<file path="config.mk">
export PLATFORM = sky130hd
export DESIGN_NAME = iep_ctrl
export DESIGN_NICKNAME = d
export VERILOG_FILES = /design/src/hdl/iep_pkg.sv /design/src/hdl/iep_ctrl.sv
export SDC_FILE = /design/constraint.sdc
export NUM_CORES = 1
export LEC_CHECK = 0
export BUFFER_PORTS_ARGS = -buffer_cell sky130_fd_sc_hd__buf_2
export CAP_MARGIN = 10
export CORE_UTILIZATION = 24
export CTS_BUF_LIST = sky130_fd_sc_hd__clkbuf_4 sky130_fd_sc_hd__clkbuf_8
export DETAILED_ROUTE_END_ITERATION = 8
export HOLD_SLACK_MARGIN = 0.1
export PLACE_DENSITY_LB_ADDON = 0.25
export SLEW_MARGIN = 20
export SYNTH_ARGS = -nofsm -noshare
export SYNTH_HDL_FRONTEND = slang
export SYNTH_SLANG_ARGS = --single-unit
</file>
<file path="constraint.sdc">
create_clock -name sys_clk -period 18.8 [get_ports sys_clk]
set_input_delay 3.76 -clock sys_clk [delete_from_list [all_inputs] [get_ports sys_clk]]
set_output_delay 3.76 -clock sys_clk [all_outputs]
set_load 0.02 [all_outputs]
</file>
<file path="src/hdl/iep_pkg.sv">
// constants for the interrupt enable and priority block
package iep_pkg;
   // register addresses on the special-function bus
   localparam logic [7:0] ADDR_PRIO_HI = 8'h84;
   localparam logic [7:0] ADDR_MASK = 8'hA8;
   localparam logic [7:0] ADDR_PRIO_LO = 8'hB8;
   // field positions in the mask register
   localparam int BIT_GLOBAL = 7;
   localparam int BIT_SPI = 6;
   localparam int BIT_TMR2 = 5;
   localparam int BIT_UART = 4;
   localparam int BIT_TMR1 = 3;
   localparam int BIT_EXT1 = 2;
   localparam int BIT_TMR0 = 1;
   localparam int BIT_EXT0 = 0;
   // source count and priority field width
   localparam int NUM_SRC = 7;
   localparam int PRIO_W = 2;
   // reset values
   localparam logic [7:0] MASK_RESET = 8'h00;
   localparam logic [6:0] PRIO_RESET = 7'h00;
   // unused bit 7 of the priority registers reads as one
   localparam logic UNUSED_READ = 1'b1;
   // highest level, never preempted
   localparam logic [1:0] PRIO_TOP = 2'h3;
   // service-stack depth: one slot per level
   localparam int STACK_D = 4;
   // fastest response: detect plus call
   localparam int MIN_RESPONSE_CYC = 5;
endpackage : iep_pkg

</file>
<file path="src/hdl/iep_ctrl.sv">
// interrupt enable, priority and arbitration for the first seven sources
`timescale 1ns/1ps
module iep_ctrl (
   // clock and reset
   input wire logic sys_clk,
   input wire logic arst_n,
   // special-function register port
   input wire logic [7:0] sfr_addr,
   input wire logic sfr_wr,
   input wire logic [7:0] sfr_wdata,
   input wire logic sfr_bit_wr,
   input wire logic [2:0] sfr_bit_sel,
   input wire logic sfr_bit_val,
   output logic [7:0] sfr_rdata,
   // pending flags, same clock domain
   input wire logic ext_line_zero_input,
   input wire logic timer_zero_overflow,
   input wire logic ext_line_one_input,
   input wire logic timer_one_overflow,
   input wire logic uart_pending,
   input wire logic timer_two_low_overflow,
   input wire logic timer_two_high_overflow,
   input wire logic spi_pending,
   // cpu handshake
   input wire logic isr_enter,
   input wire logic isr_return,
   output logic irq_req,
   output logic [2:0] irq_src,
   output logic [1:0] irq_level
);
   // mask register, bit 7 is the global gate
   logic [7:0] interrupt_mask_reg;
   logic [7:0] interrupt_mask_next;
   // priority bits, bit 7 not stored
   logic [6:0] priority_low_bits_reg;
   logic [6:0] priority_low_bits_next;
   logic [6:0] priority_high_bits_reg;
   logic [6:0] priority_high_bits_next;
   // active-service stack of levels, one bit per level
   logic [3:0] active_reg;
   logic [3:0] active_next;
   // registered outputs
   logic irq_req_reg;
   logic [2:0] irq_src_reg;
   logic [1:0] irq_level_reg;

   // address decode
   wire sel_mask = (sfr_addr == iep_pkg::ADDR_MASK);
   wire sel_lo = (sfr_addr == iep_pkg::ADDR_PRIO_LO);
   wire sel_hi = (sfr_addr == iep_pkg::ADDR_PRIO_HI);

   // byte write merged with single-bit write; byte strobe wins
   // every input is an argument: a continuous assignment only wakes
   // on its arguments, so a strobe read from the module would go stale
   function automatic logic [7:0] merge(input logic [7:0] cur,
                                        input logic sel,
                                        input logic byte_we,
                                        input logic [7:0] byte_val,
                                        input logic bit_we,
                                        input logic [2:0] bit_idx,
                                        input logic bit_val);
      logic [7:0] v; // merged value
      v = cur;
      if (sel && byte_we) begin
         // whole byte replaced
         v = byte_val;
      end else if (sel && bit_we) begin
         // read-modify-write of one bit
         v[bit_idx] = bit_val;
      end
      return v;
   endfunction : merge

   // next values of the three registers, bit 7 padded where not stored
   wire [7:0] mask_w = merge(interrupt_mask_reg, sel_mask, sfr_wr,
      sfr_wdata, sfr_bit_wr, sfr_bit_sel, sfr_bit_val);
   wire [7:0] lo_w = merge({1'b0, priority_low_bits_reg}, sel_lo, sfr_wr,
      sfr_wdata, sfr_bit_wr, sfr_bit_sel, sfr_bit_val);
   wire [7:0] hi_w = merge({1'b0, priority_high_bits_reg}, sel_hi, sfr_wr,
      sfr_wdata, sfr_bit_wr, sfr_bit_sel, sfr_bit_val);
   // bit 7 dropped on write to the priority registers; the mask keeps all eight bits
   assign interrupt_mask_next = mask_w;
   assign priority_low_bits_next = lo_w[6:0];
   assign priority_high_bits_next = hi_w[6:0];

   // read mux; unmapped addresses read zero
   // combinational so the core sees data in its access cycle
   assign sfr_rdata = sel_mask ? interrupt_mask_reg :
      sel_lo ? {iep_pkg::UNUSED_READ, priority_low_bits_reg} :
      sel_hi ? {iep_pkg::UNUSED_READ, priority_high_bits_reg} :
      8'h00;

   // raw pending per source in fixed order 0..6
   wire [6:0] pend;
   assign pend[0] = ext_line_zero_input;
   assign pend[1] = timer_zero_overflow;
   assign pend[2] = ext_line_one_input;
   assign pend[3] = timer_one_overflow;
   assign pend[4] = uart_pending;
   assign pend[5] = timer_two_low_overflow | timer_two_high_overflow;

   assign pend[6] = spi_pending;

   // named mask bits, placed by the package field positions
   wire global_irq_gate = interrupt_mask_reg[iep_pkg::BIT_GLOBAL];
   wire serial_periph_irq_mask = interrupt_mask_reg[iep_pkg::BIT_SPI];
   wire timer_two_irq_mask = interrupt_mask_reg[iep_pkg::BIT_TMR2];
   wire async_serial_irq_mask = interrupt_mask_reg[iep_pkg::BIT_UART];
   wire timer_one_irq_mask = interrupt_mask_reg[iep_pkg::BIT_TMR1];
   wire ext_line_one_irq_mask = interrupt_mask_reg[iep_pkg::BIT_EXT1];
   wire timer_zero_irq_mask = interrupt_mask_reg[iep_pkg::BIT_TMR0];
   wire ext_line_zero_irq_mask = interrupt_mask_reg[iep_pkg::BIT_EXT0];
   // per-source masks in the fixed source order 0..6
   wire [6:0] src_mask = {serial_periph_irq_mask, timer_two_irq_mask,
      async_serial_irq_mask, timer_one_irq_mask, ext_line_one_irq_mask,
      timer_zero_irq_mask, ext_line_zero_irq_mask};
   wire [6:0] gated; // pending, masked and globally enabled
   wire [1:0] lvl [7];
   // per-source gating and level assembly
   genvar g;
   generate
      for (g = 0; g < iep_pkg::NUM_SRC; g++) begin : g_src
         // mask bits sit at the source index
         assign gated[g] = pend[g] & src_mask[g]
            & global_irq_gate;
         assign lvl[g] = {priority_high_bits_reg[g],
                          priority_low_bits_reg[g]};
      end
   endgenerate

   // current running level; run_any low means no routine in service
   // run_lvl is the highest level whose routine is still active
   wire run_any = |active_reg; // any routine in service
   logic [1:0] run_lvl;
   always_comb begin
      run_lvl = 2'h0;
      for (int i = 0; i < iep_pkg::STACK_D; i++) begin
         if (active_reg[i]) run_lvl = i[1:0];
      end
   end

   // pick best level, lowest index wins ties
   logic win_any;
   logic [2:0] win_src;
   logic [1:0] win_lvl;
   always_comb begin
      win_any = 1'b0;
      win_src = 3'h0;
      win_lvl = 2'h0;
      for (int i = 0; i < iep_pkg::NUM_SRC; i++) begin
         if (gated[i] && (!win_any || lvl[i] > win_lvl)) begin
            win_any = 1'b1;
            win_src = i[2:0];
            win_lvl = lvl[i];
         end
      end
   end

   // only a strictly higher level may preempt; an equal level waits
   // for the return, which keeps nesting depth to one slot per level
   wire preempt_ok = !run_any || (win_lvl > run_lvl);
   // limitation: the request still stands in the cycle after entry,
   // so the core must take it once and ignore that echo
   wire req_next = win_any && preempt_ok;

   // service-level bookkeeping: enter sets, return clears top
   // set after clear: an entry in the cycle of a return is kept
   always_comb begin
      active_next = active_reg;
      if (isr_return) begin
         active_next[run_lvl] = 1'b0;
      end
      if (isr_enter && irq_req_reg) begin
         active_next[irq_level_reg] = 1'b1;
      end
   end

   // registers; writes act on the next sampling cycle
   always_ff @(posedge sys_clk or negedge arst_n) begin
      if (!arst_n) begin
         interrupt_mask_reg <= iep_pkg::MASK_RESET;
         priority_low_bits_reg <= iep_pkg::PRIO_RESET;
         priority_high_bits_reg <= iep_pkg::PRIO_RESET;
      end else begin
         interrupt_mask_reg <= interrupt_mask_next;
         priority_low_bits_reg <= priority_low_bits_next;
         priority_high_bits_reg <= priority_high_bits_next;
      end
   end

   // sample and decode every cycle
   always_ff @(posedge sys_clk or negedge arst_n) begin
      if (!arst_n) begin
         irq_req_reg <= 1'b0;
         irq_src_reg <= 3'h0;
         irq_level_reg <= 2'h0;
         active_reg <= 4'h0;
      end else begin
         irq_req_reg <= req_next;
         irq_src_reg <= win_src;
         irq_level_reg <= win_lvl;
         active_reg <= active_next;
      end
   end

   assign irq_req = irq_req_reg;
   assign irq_src = irq_src_reg;
   assign irq_level = irq_level_reg;
endmodule : iep_ctrl

</file>
# Word level (Yosys, flattened, before mapping)
# Cells that the tools add are included.
[totals] ff_bits=32 output_inout_bits=14 wordCells=119
[op_classes] n_lt_le_gt_ge=13 bitwise=18 mux=43 reduce_logical=35 n_eq_ne=3
[op_table] cell="8-bit 2-to-1 mux" count=5
[op_table] cell="7-bit 2-to-1 mux" count=4
[op_table] cell="8-bit bitwise mux" count=3
[op_table] cell="8-bit equality test (second input constant)" count=3
[op_table] cell="2-bit 2-to-1 mux" count=9
[op_table] cell="1-bit logical AND" count=17
[op_table] cell="3-bit 2-to-1 mux" count=5
[op_table] cell="1-bit AND" count=14
[op_table] cell="2-bit greater-than comparator" count=7
[op_table] cell="1-bit 2-to-1 mux" count=12
[op_table] cell="4-bit 2-to-1 mux" count=2
[op_table] cell="1-bit zero test" count=7
[op_table] cell="1-bit logical OR" count=7
[op_table] cell="2-bit by 3-bit less-than comparator with 1-bit output (second input constant)" count=2
[op_table] cell="2-bit nonzero test" count=3
[op_table] cell="4-bit AND" count=1
[op_table] cell="1-bit demux with 2-bit select" count=2
[op_table] cell="2-bit by 1-bit greater-or-equal comparator with 1-bit output (second input constant)" count=2
[op_table] cell="3-bit by 4-bit less-than comparator with 1-bit output (second input constant)" count=1
[op_table] cell="4-bit inverter" count=1
[op_table] cell="4-bit bitwise OR" count=1
[op_table] cell="4-bit OR reduction" count=1
[op_table] cell="1-bit demux with 3-bit select" count=1
[op_table] cell="3-bit by 1-bit greater-or-equal comparator with 1-bit output (second input constant)" count=1
[op_table] cell="1-bit bitwise OR" count=1

# Longest topological paths before layout
# Gate-level depths: netlist (run 1).
[logic_depth] word_depth=30 mapped_depth=48 mapped_depth_nobuf=46

# Least setup slack after synthesis (run 1)
# No wires, ideal clock.
[synth_path] path_type="in2reg" startpoint="input port ext_line_zero_input" endpoint="register irq_req_reg, in the netlist irq_req" arrival_time_ps=11127 setup_slack_ps=7540 path_buffers=2 cell_stages=45 path_cell_list="and3_1 clkbuf_1 nand2_1 ha_1 nor2b_1 o21ai_0 a21o_1 and2_1 ha_1 nor2b_1 o21ai_0 a211oi_1 a31oi_1 inv_1 ha_1 nand2b_1 a221oi_1 o21ai_0 [... 9 more ...] o21ai_0 a31o_1 buf_4 o211ai_1 a21oi_1 nor2_1 ha_1 nand2_1 o21ai_0 o21ai_0 nand3_1 and3_4 a211oi_2 ha_1 a21oi_1 a21oi_1 a21oi_1 a21oi_1"
[synth_via] elab_chain_cells=30
[synth_lines] item="start, declared" line_no="iep_ctrl.sv:16" text="input wire logic ext_line_zero_input,"
[synth_lines] item="1-bit AND *" line_no="iep_ctrl.sv:124" text="assign gated[g] = pend[g] & src_mask[g]"
[synth_lines] item="1-bit AND *" line_no="iep_ctrl.sv:125" text="& global_irq_gate;"
[synth_lines] item="2-bit 2-to-1 mux or 1-bit 2-to-1 mux (tied branches)" line_no="iep_ctrl.sv:151" text="if (gated[i] && (!win_any || lvl[i] > win_lvl)) begin"
[synth_lines] item="2-bit greater-than comparator or 1-bit zero test (tied branches)" line_no="iep_ctrl.sv:151"
[synth_lines] item="1-bit logical OR" line_no="iep_ctrl.sv:151"
[synth_lines] item="1-bit logical AND" line_no="iep_ctrl.sv:151"
[synth_lines] item="2-bit 2-to-1 mux or 1-bit 2-to-1 mux (tied branches)" line_no="iep_ctrl.sv:151"
[synth_lines] item="2-bit greater-than comparator or 1-bit zero test (tied branches)" line_no="iep_ctrl.sv:151"
[synth_lines] item="[... 16 more ...]"
[synth_lines] item="1-bit logical OR" line_no="iep_ctrl.sv:151"
[synth_lines] item="1-bit logical AND" line_no="iep_ctrl.sv:151"
[synth_lines] item="2-bit 2-to-1 mux *" line_no="iep_ctrl.sv:151"
[synth_lines] item="net win_lvl[1]" line_no="iep_ctrl.sv:145" text="logic [1:0] win_lvl;"
[synth_lines] item="2-bit greater-than comparator *" line_no="iep_ctrl.sv:161" text="wire preempt_ok = !run_any || (win_lvl > run_lvl);"
[synth_lines] item="1-bit logical OR *" line_no="iep_ctrl.sv:161"
[synth_lines] item="1-bit logical AND *" line_no="iep_ctrl.sv:164" text="wire req_next = win_any && preempt_ok;"
[synth_lines] item="net req_next" line_no="iep_ctrl.sv:164"
[synth_lines] item="end signal, assigned" line_no="iep_ctrl.sv:199" text="irq_req_reg <= req_next;"
[synth_lines] item="end, declared" line_no="iep_ctrl.sv:43" text="logic irq_req_reg;"
# The timed path passes the listed nets; every way through them passes the cells marked *.
# A chain may end at the register's enable or synchronous reset.

# Worst setup path in the final report (run 1)
# Same ends and word-level chain as after synthesis.

==> summary.md, run 1 <==
| Metric | Value |
|---|---|
| Status | complete, no violations |
| Startpoint of the worst register-to-register path | interrupt_mask_reg[7] |
| Count of H-tree levels built during CTS | 2 |
| Critical path buffer and inverter count | 2 |
| FF+latch area | 801 sq um |
| Antenna diodes | 0 |
| Global-route wire length before repair | 12,000 um |
| Slew at the pin closest to its max-slew limit | around 970 ps |
| Wire length the detailed router placed on met1 | 3490 um |
| Clock network latency to the later pin of the worst-skew pair | ~300 ps |
| Crit. End Element | flip-flop |
| Signal arrival time at the worst endpoint | approximately 12,000 ps |
| Critical path startpoint | ext_line_zero_input |
| Number of hold-slack violations in the final timing report | 0 |
| Met2 wire length | about 3400 um |
| Worst Path Required | 18,970 ps |
| Number of setup violations in the final report | 0 |
| Highest cell delay on the worst timing path | 410 ps |
| Worst path top cell family by delay | compound AO/OA/AOI/OAI gates |
| Proportion of layout cells with a drive suffix above 1 | a little under a fifth |
| DRC viols | 0 |
| WS Path Type | in -> reg |
| Smallest hold slack | 509 ps |
| Buffers on Ports | 47 |
| Count of cells resized by post-cts repair | 0 |
| Layout fillers | ~1.1k |
| Final non-filler cell total | between 400 and 500 |
| Remaining Overflow, GRT | 0 |
| Antenna violations before repair | 0 |
| Global placer's final weighted congestion | around 0.80 |
| # placed instances | a little under 500 |
| Clock sink count | 32 |
| Num CTS Buffers | 5 |
| Drt via density | between 4 and 5 |
| Post-CTS setup buffer count | 0 |
| Uppermost routed layer | met4 |
| Max FFs per register | 8 |
| Accumulated negative setup slack | 0 ps |
| Share of flip-flops with an asynchronous set or reset after synthesis | 100% |
| Mapped Cells | between 300 and 400 |
| Number of rows created at floorplan | 37 |
| Die Area | between 0.01 and 0.015 sq mm |
| VDD IR-drop max | approximately 0.025 mV |
| Worst hold path class | reg -> reg |
| Number of global-route vias before repair | between 2k and 2.5k |
| Area of the placeable core | slightly above 0.01 sq mm |
| Initial core utilization | 24.9% |
| Count of different cell masters after synthesis | 46 |
| Minimum period implied by the final worst setup slack | ~12,000 ps |
| Clk buf depth | 2 |
| Routed WL | around 7200 um |
| Area of the multi-input gates | between 0.0015 and 0.002 sq mm |
| Seq/Total Area, Yosys | between 30% and 40% |
| Leak Pwr | between 1.5 and 2 nW |
| Standard cell area after detailed placement | about 0.0029 sq mm |
| Worst Min Path Start | irq_level[0] |
| Post-DRT Antenna Nets | 0 |
| Synthesis warning total | 0 |
| Area growth, synth to finish | 17.7% |
| Die W | around 110 um |
| Per-instance average area after synthesis | 8.02 sq um |
| Setup repair after global routing missed its margin | false |
| Top Ports | 48 |
| Count of flip-flops with a built-in enable after synthesis | 0 |
| Routed wirelength normalized by instance count | ~14 um |
| Pin count of the biggest net entering global routing | 33 |
| Register clock-pin slew on the reported worst setup and hold paths | 80 ps |
| Kind of launch point of the worst setup path | primary input |
| CP Max Fanout | 10 |
| Final HPWL from detailed placement | between 5000 and 6000 um |
| Relative max-transition margin | 35.0% |
| TritonCTS clock tree | yes |
| Most used DFF post-synth | sky130_fd_sc_hd__dfrtp_1 |
| Met3 routed wirelength | between 200 and 250 um |
| Die Y-Extent | approximately 110 um |
| Final instance area | just over 0.003 sq mm |
| Upper clock frequency limit | 0.0816 GHz |
| Net Count, Synth | 368 |
| Syn Std Cell Area | 0.00257 sq mm |
| Detailed Route Iter0 Violations | between 100 and 150 |
| Portion of the clock cycle consumed by the worst path in the final layout | about two thirds |
| Total Routing Usage GR | 13.8% |
| DR pass1 iterations | 4 |
| Power Density | 55.3 mW/mm^2 |
| Number of vias in the routed layout | about 2.4k |
| Fin. max-slew vios | 0 |
| Final clock skew | between 8 and 9 ps |
| Root buf cell | sky130_fd_sc_hd__clkbuf_8 |
| Slowest-stage cell, CP | sky130_fd_sc_hd__a221oi_1 |
| CTS Hold Bufs | 0 |
| Max Cap Violations | 0 |
| Number of register bits inferred by synthesis | 32 |
| Final Core Density | between 20% and 30% |
| Nets | between 400 and 500 |
==> per-stage QoR <==
step	worst slack, ps	power [mW]
after floorplan	7540	0.0890
after global placement	6600	0.0987
after detailed placement	6320	0.0992
after CTS	6590	0.170
after global routing	5580	0.175
final	6540	0.167
==> routing by layer <==
layer,vias up,GRT usage (%)
met5,-,0
met3,7,2.04
met1,1116,18.0
li1,1242,-
met4,0,4.73
met2,62,23.4
==> placed cells by master, fill, tap and decap left out, drive strengths merged, types with 3 or more instances in the layout <==
cell type | Yosys | layout
a211oi | 3 | 3
a21o | 5 | 5
a21oi | 20 | 20
a31o | 3 | 3
a31oi | 6 | 6
and2 | 6 | 6
and3 | 6 | 6
buf | 4 | 47
clkbuf | 8 | 5
dfrtp | 32 | 32
ha | 14 | 14
inv | 16 | 16
mux2i | 29 | 29
nand2 | 30 | 30
nand2b | 4 | 4
nand3 | 10 | 10
nor2 | 49 | 49
nor2b | 4 | 4
nor3 | 5 | 5
o211ai | 9 | 9
o21ai | 31 | 31
o31ai | 11 | 11
==> kinds of logic after synthesis <==
kind of cell    after synthesis  share of synthesized area (%)
fa+ha+maj                    14                           6.83
buf+inv                      28                           4.83
compound gates               98                           24.3
flops                        32                           31.2
simple gates                118                           20.9
mux                          30                           11.9
==> cells in the mapped netlist, drive strengths merged, types with 5 or more instances <==
cell type,count,area (sq um)
o21ai,31,159
and2,6,37.5
and3,6,45.0
ha,14,175
inv,16,60.1
o211ai,9,67.6
a21o,5,38.8
dfrtp,32,801
o31ai,11,82.6
mux2i,29,290
nand3,10,50.1
nand2,30,113
a21oi,20,100
nor2,49,184
nor3,5,25.0
a31oi,6,37.5
clkbuf,8,40.0
==> area by class of cell <==
type                            instances  share of cell area (%)
Clock inverter                          3                    1.41
Multi-Input combinational cell        260                    54.4
Timing Repair Buffer                   47                    7.79
Tap cell                              136                    5.64
Inverter                               16                    1.99
Sequential cell                        32                    26.5
Clock buffer                            5                    2.28
==> final timing paths <==
| kind | to | slack, ps | depth (start not counted) |
|---|---|---|---|
| setup / recovery | irq_req | 6540 | 45 |
| hold / removal | active_reg[2] | 510 | 1 |
| setup reg to reg | irq_req | 9310 | 44 |
| hold reg to reg | active_reg[2] | 510 | 1 |
| max in group asynchronous | priority_high_bits_reg[3] | 14760 | 1 |
| min in group asynchronous | active_reg[2] | 3540 | 1 |
==> where the power goes <==
group | leakage (nW) | switching (mW) | internal, mW
Sequential | 0.443 | 0.00362 | 0.0714
Clock | 0.0541 | 0.0303 | 0.0393
Combinational | 1.02 | 0.0138 | 0.00871
Total | 1.52 | 0.0477 | 0.119
Note: power is estimated with default switching activity, not from simulation.
==> run 2: changes to the inputs <==
clock period = 11.37 ns   (was 18.8 ns; I/O delays follow)
==> run 2 against run 1 <==
Via count decreased by 0.49%. Die area unchanged. Clock skew decreased by 3.0 ps. Sequential power increased by 65%. Flip-flop and latch count unchanged. Cell count unchanged. Critical path type unchanged. Largest cell class unchanged. Largest power group unchanged.
==> summary.md, run 2 (synthesized netlist as in run 1, its figures left out) <==
| Metric | Value |
|---|---|
| Status | complete, no violations (unchanged) |
| TritonCTS clock tree | yes (unchanged) |
| DRC viols | 0 (unchanged) |
| Share of total power in sequential cells | 43.8% (was 44.9%) |
| # placed instances | 491 (unchanged) |
| Pin count of the biggest net entering global routing | 33 (unchanged) |
| Layout fillers | 1,126 (was 1,142) |
| Number of rows created at floorplan | 37 (unchanged) |
| Worst Path Required | 11,530 ps (was 18,970 ps) |
| Net Switching | 0.0741 mW (was 0.0477 mW) |
| Drt via density | 4.84 (was 4.86) |
| Slowest-stage cell, CP | sky130_fd_sc_hd__ha_1 (was sky130_fd_sc_hd__a221oi_1) |
| CP Max Fanout | 10 (unchanged) |
| Accumulated negative setup slack | 0 ps (unchanged) |
| Met2 wire length | 3320 um (was 3360 um) |
| P_int | 0.210 mW (was 0.119 mW) |
| Die W | 105 um (unchanged) |
| Proportion of power drawn by the clock network | 43.0% (was 41.6%) |
| Detailed Route Iter0 Violations | 86 (was 124) |
| Wire length the detailed router placed on met1 | 3460 um (was 3490 um) |
| Routed wirelength normalized by instance count | 14.3 um (was 14.4 um) |
| Clock network latency to the later pin of the worst-skew pair | 280 ps (was 300 ps) |
| Count of H-tree levels built during CTS | 2 (unchanged) |
| Setup Slack @ Placement | 428 ps (was 6320 ps) |
| DR pass1 iterations | 4 (unchanged) |
| Number of setup violations in the final report | 0 (unchanged) |
| Leak Pwr | 1.53 nW (was 1.52 nW) |
| Root buf cell | sky130_fd_sc_hd__clkbuf_8 (unchanged) |
| Minimum period implied by the final worst setup slack | about 11,000 ps |
| Top Ports | 48 (unchanged) |
| Uppermost routed layer | met4 (unchanged) |
| Worst hold path class | reg -> reg (unchanged) |
| Antenna diodes | 0 (unchanged) |
| Most frequent cells in the layout | 49 x sky130_fd_sc_hd__nor2_1, 47 x sky130_fd_sc_hd__buf_2, 32 x sky130_fd_sc_hd__dfrtp_1 (unchanged) |
| Slew at the pin closest to its max-slew limit | 913 ps (was 969 ps) |
| Switch share | 26.1% (was 28.6%) |
| Final non-filler cell total | 499 (unchanged) |
| Number of vias in the routed layout | 2,415 (was 2,427) |
| Number of hold-slack violations in the final timing report | 0 (unchanged) |
| Relative max-transition margin | 38.7% (was 35.0%) |
| Buffers on Ports | 47 (unchanged) |
| Remaining Overflow, GRT | 0 (unchanged) |
| Area of the placeable core | 0.0103 sq mm (unchanged) |
| Post-DRT Antenna Nets | 0 (unchanged) |
| Area growth, synth to finish | 18.5% (was 17.7%) |
| Met3 routed wirelength | 240 um (was 228 um) |
| Register clock-pin slew on the reported worst setup and hold paths | 70 ps (was 80 ps) |
| Number of global-route vias before repair | 2,412 (was 2,437) |
| VDD IR-drop max | 0.0600 mV (was 0.0247 mV) |
| Global-route wire length before repair | 11,800 um (was 12,000 um) |
| WS Path Type | in -> reg (unchanged) |
| Signal arrival time at the worst endpoint | 10,710 ps (was 12,430 ps) |
| Antenna violations before repair | 0 (unchanged) |
| Post-CTS setup buffer count | 0 (unchanged) |
| Clock sink count | 32 (unchanged) |
| Die Area | 0.0111 sq mm (unchanged) |
| Final HPWL from detailed placement | 5600 um (was 5610 um) |
| Global placer's final weighted congestion | 0.809 (was 0.797) |
| Fin. max-slew vios | 0 (unchanged) |
| Routed WL | 7130 um (was 7190 um) |
| Register-to-Register Setup Slack | 2100 ps (was 9310 ps) |
| Proportion of layout cells with a drive suffix above 1 | 18.7% (was 18.2%) |
| Kind of launch point of the worst setup path | primary input (unchanged) |
| Max Cap Violations | 0 (unchanged) |
| Initial core utilization | 24.9% (unchanged) |
| Portion of the clock cycle consumed by the worst path in the final layout | 92.9% |
| Upper clock frequency limit | between 0.09 and 0.1 GHz |
| Total Routing Usage GR | 13.4% (was 13.8%) |
| Power Density | 93.4 mW/mm^2 (was 55.3 mW/mm^2) |
| Final Core Density | 29.5% (was 29.2%) |
| Nets | 410 (unchanged) |
| CTS Hold Bufs | 0 (unchanged) |
| Highest cell delay on the worst timing path | 320 ps (was 410 ps) |
| Max FFs per register | 8 (unchanged) |
| Crit. End Element | flip-flop (unchanged) |
| Combinational share of power | 13.2% (was 13.5%) |
| Clk buf depth | 2 (unchanged) |
| Num CTS Buffers | 5 (unchanged) |
| Worst setup slack after layout | 811 ps (was 6540 ps) |
| Final clock skew | 5.46 ps (was 8.47 ps) |
| Most common cell after layout, fill and taps aside | sky130_fd_sc_hd__nor2_1 (unchanged) |
| Die Y-Extent | 105 um (unchanged) |
run 2: critical path, delay by kind of cell:
family	cells	cell delay, ps
compound gates	22	4200
buf+inv	2	180
fa+ha+maj	7	1930
simple gates	14	2130
run 2: path summary, 6_finish.rpt:
path                                       start                  endpoint  cells after the start
max in group asynchronous                 arst_n  priority_low_bits_reg[1]                      1
min reg2reg                         irq_level[1]             active_reg[0]                      1
max                          ext_line_zero_input                   irq_req                     45
max reg2reg                interrupt_mask_reg[7]                   irq_req                     44
min                                 irq_level[1]             active_reg[0]                      1
min in group asynchronous                 arst_n                irq_src[0]                      1
run 2: routing by layer:
layer / GRT usage, % / up-vias
li1: - / 1241
met5: 0 / -
met2: 22.7 / 50
met3: 2.29 / 7
met4: 4.53 / 0
met1: 17.3 / 1117
run 2: through the flow:
step	area, sq um	hold WS, ps	total power [mW]
after CTS	3030	521	0.288
final	3040	514	0.284
after global routing	3040	536	0.297
after floorplan	2570	473	0.147
after global placement	2910	508	0.163
after detailed placement	2910	510	0.164
run 2: power groups by stage:
| stage | Clock, mW | Sequential [mW] | Combinational (mW) |
|---|---|---|---|
| floorplan | 0 | 0.124 | 0.0231 |
| global placement | 0 | 0.126 | 0.0369 |
| detailed placement | 0 | 0.126 | 0.0373 |
| CTS | 0.126 | 0.124 | 0.0376 |
| global route | 0.129 | 0.125 | 0.0428 |
| finish | 0.122 | 0.124 | 0.0375 |
run 2: repair_timing:
action                                 CTS  global route
setup endpoints to repair                0             1
endpoints found under the hold margin    0             0
resized for setup                        0             2
run 2: area by class of cell:
| class | count | area (sq um) | area share (%) |
|---|---|---|---|
| flip-flops and latches | 32 | 801 | 26.3 |
| clock buffers | 7 | 96.3 | 3.17 |
| well taps | 136 | 170 | 5.60 |
| repair buffers | 47 | 235 | 7.74 |
| clock inverters | 1 | 30.0 | 0.988 |
| multi-input cells | 260 | 1650 | 54.2 |
| inverters | 16 | 60.1 | 1.98 |
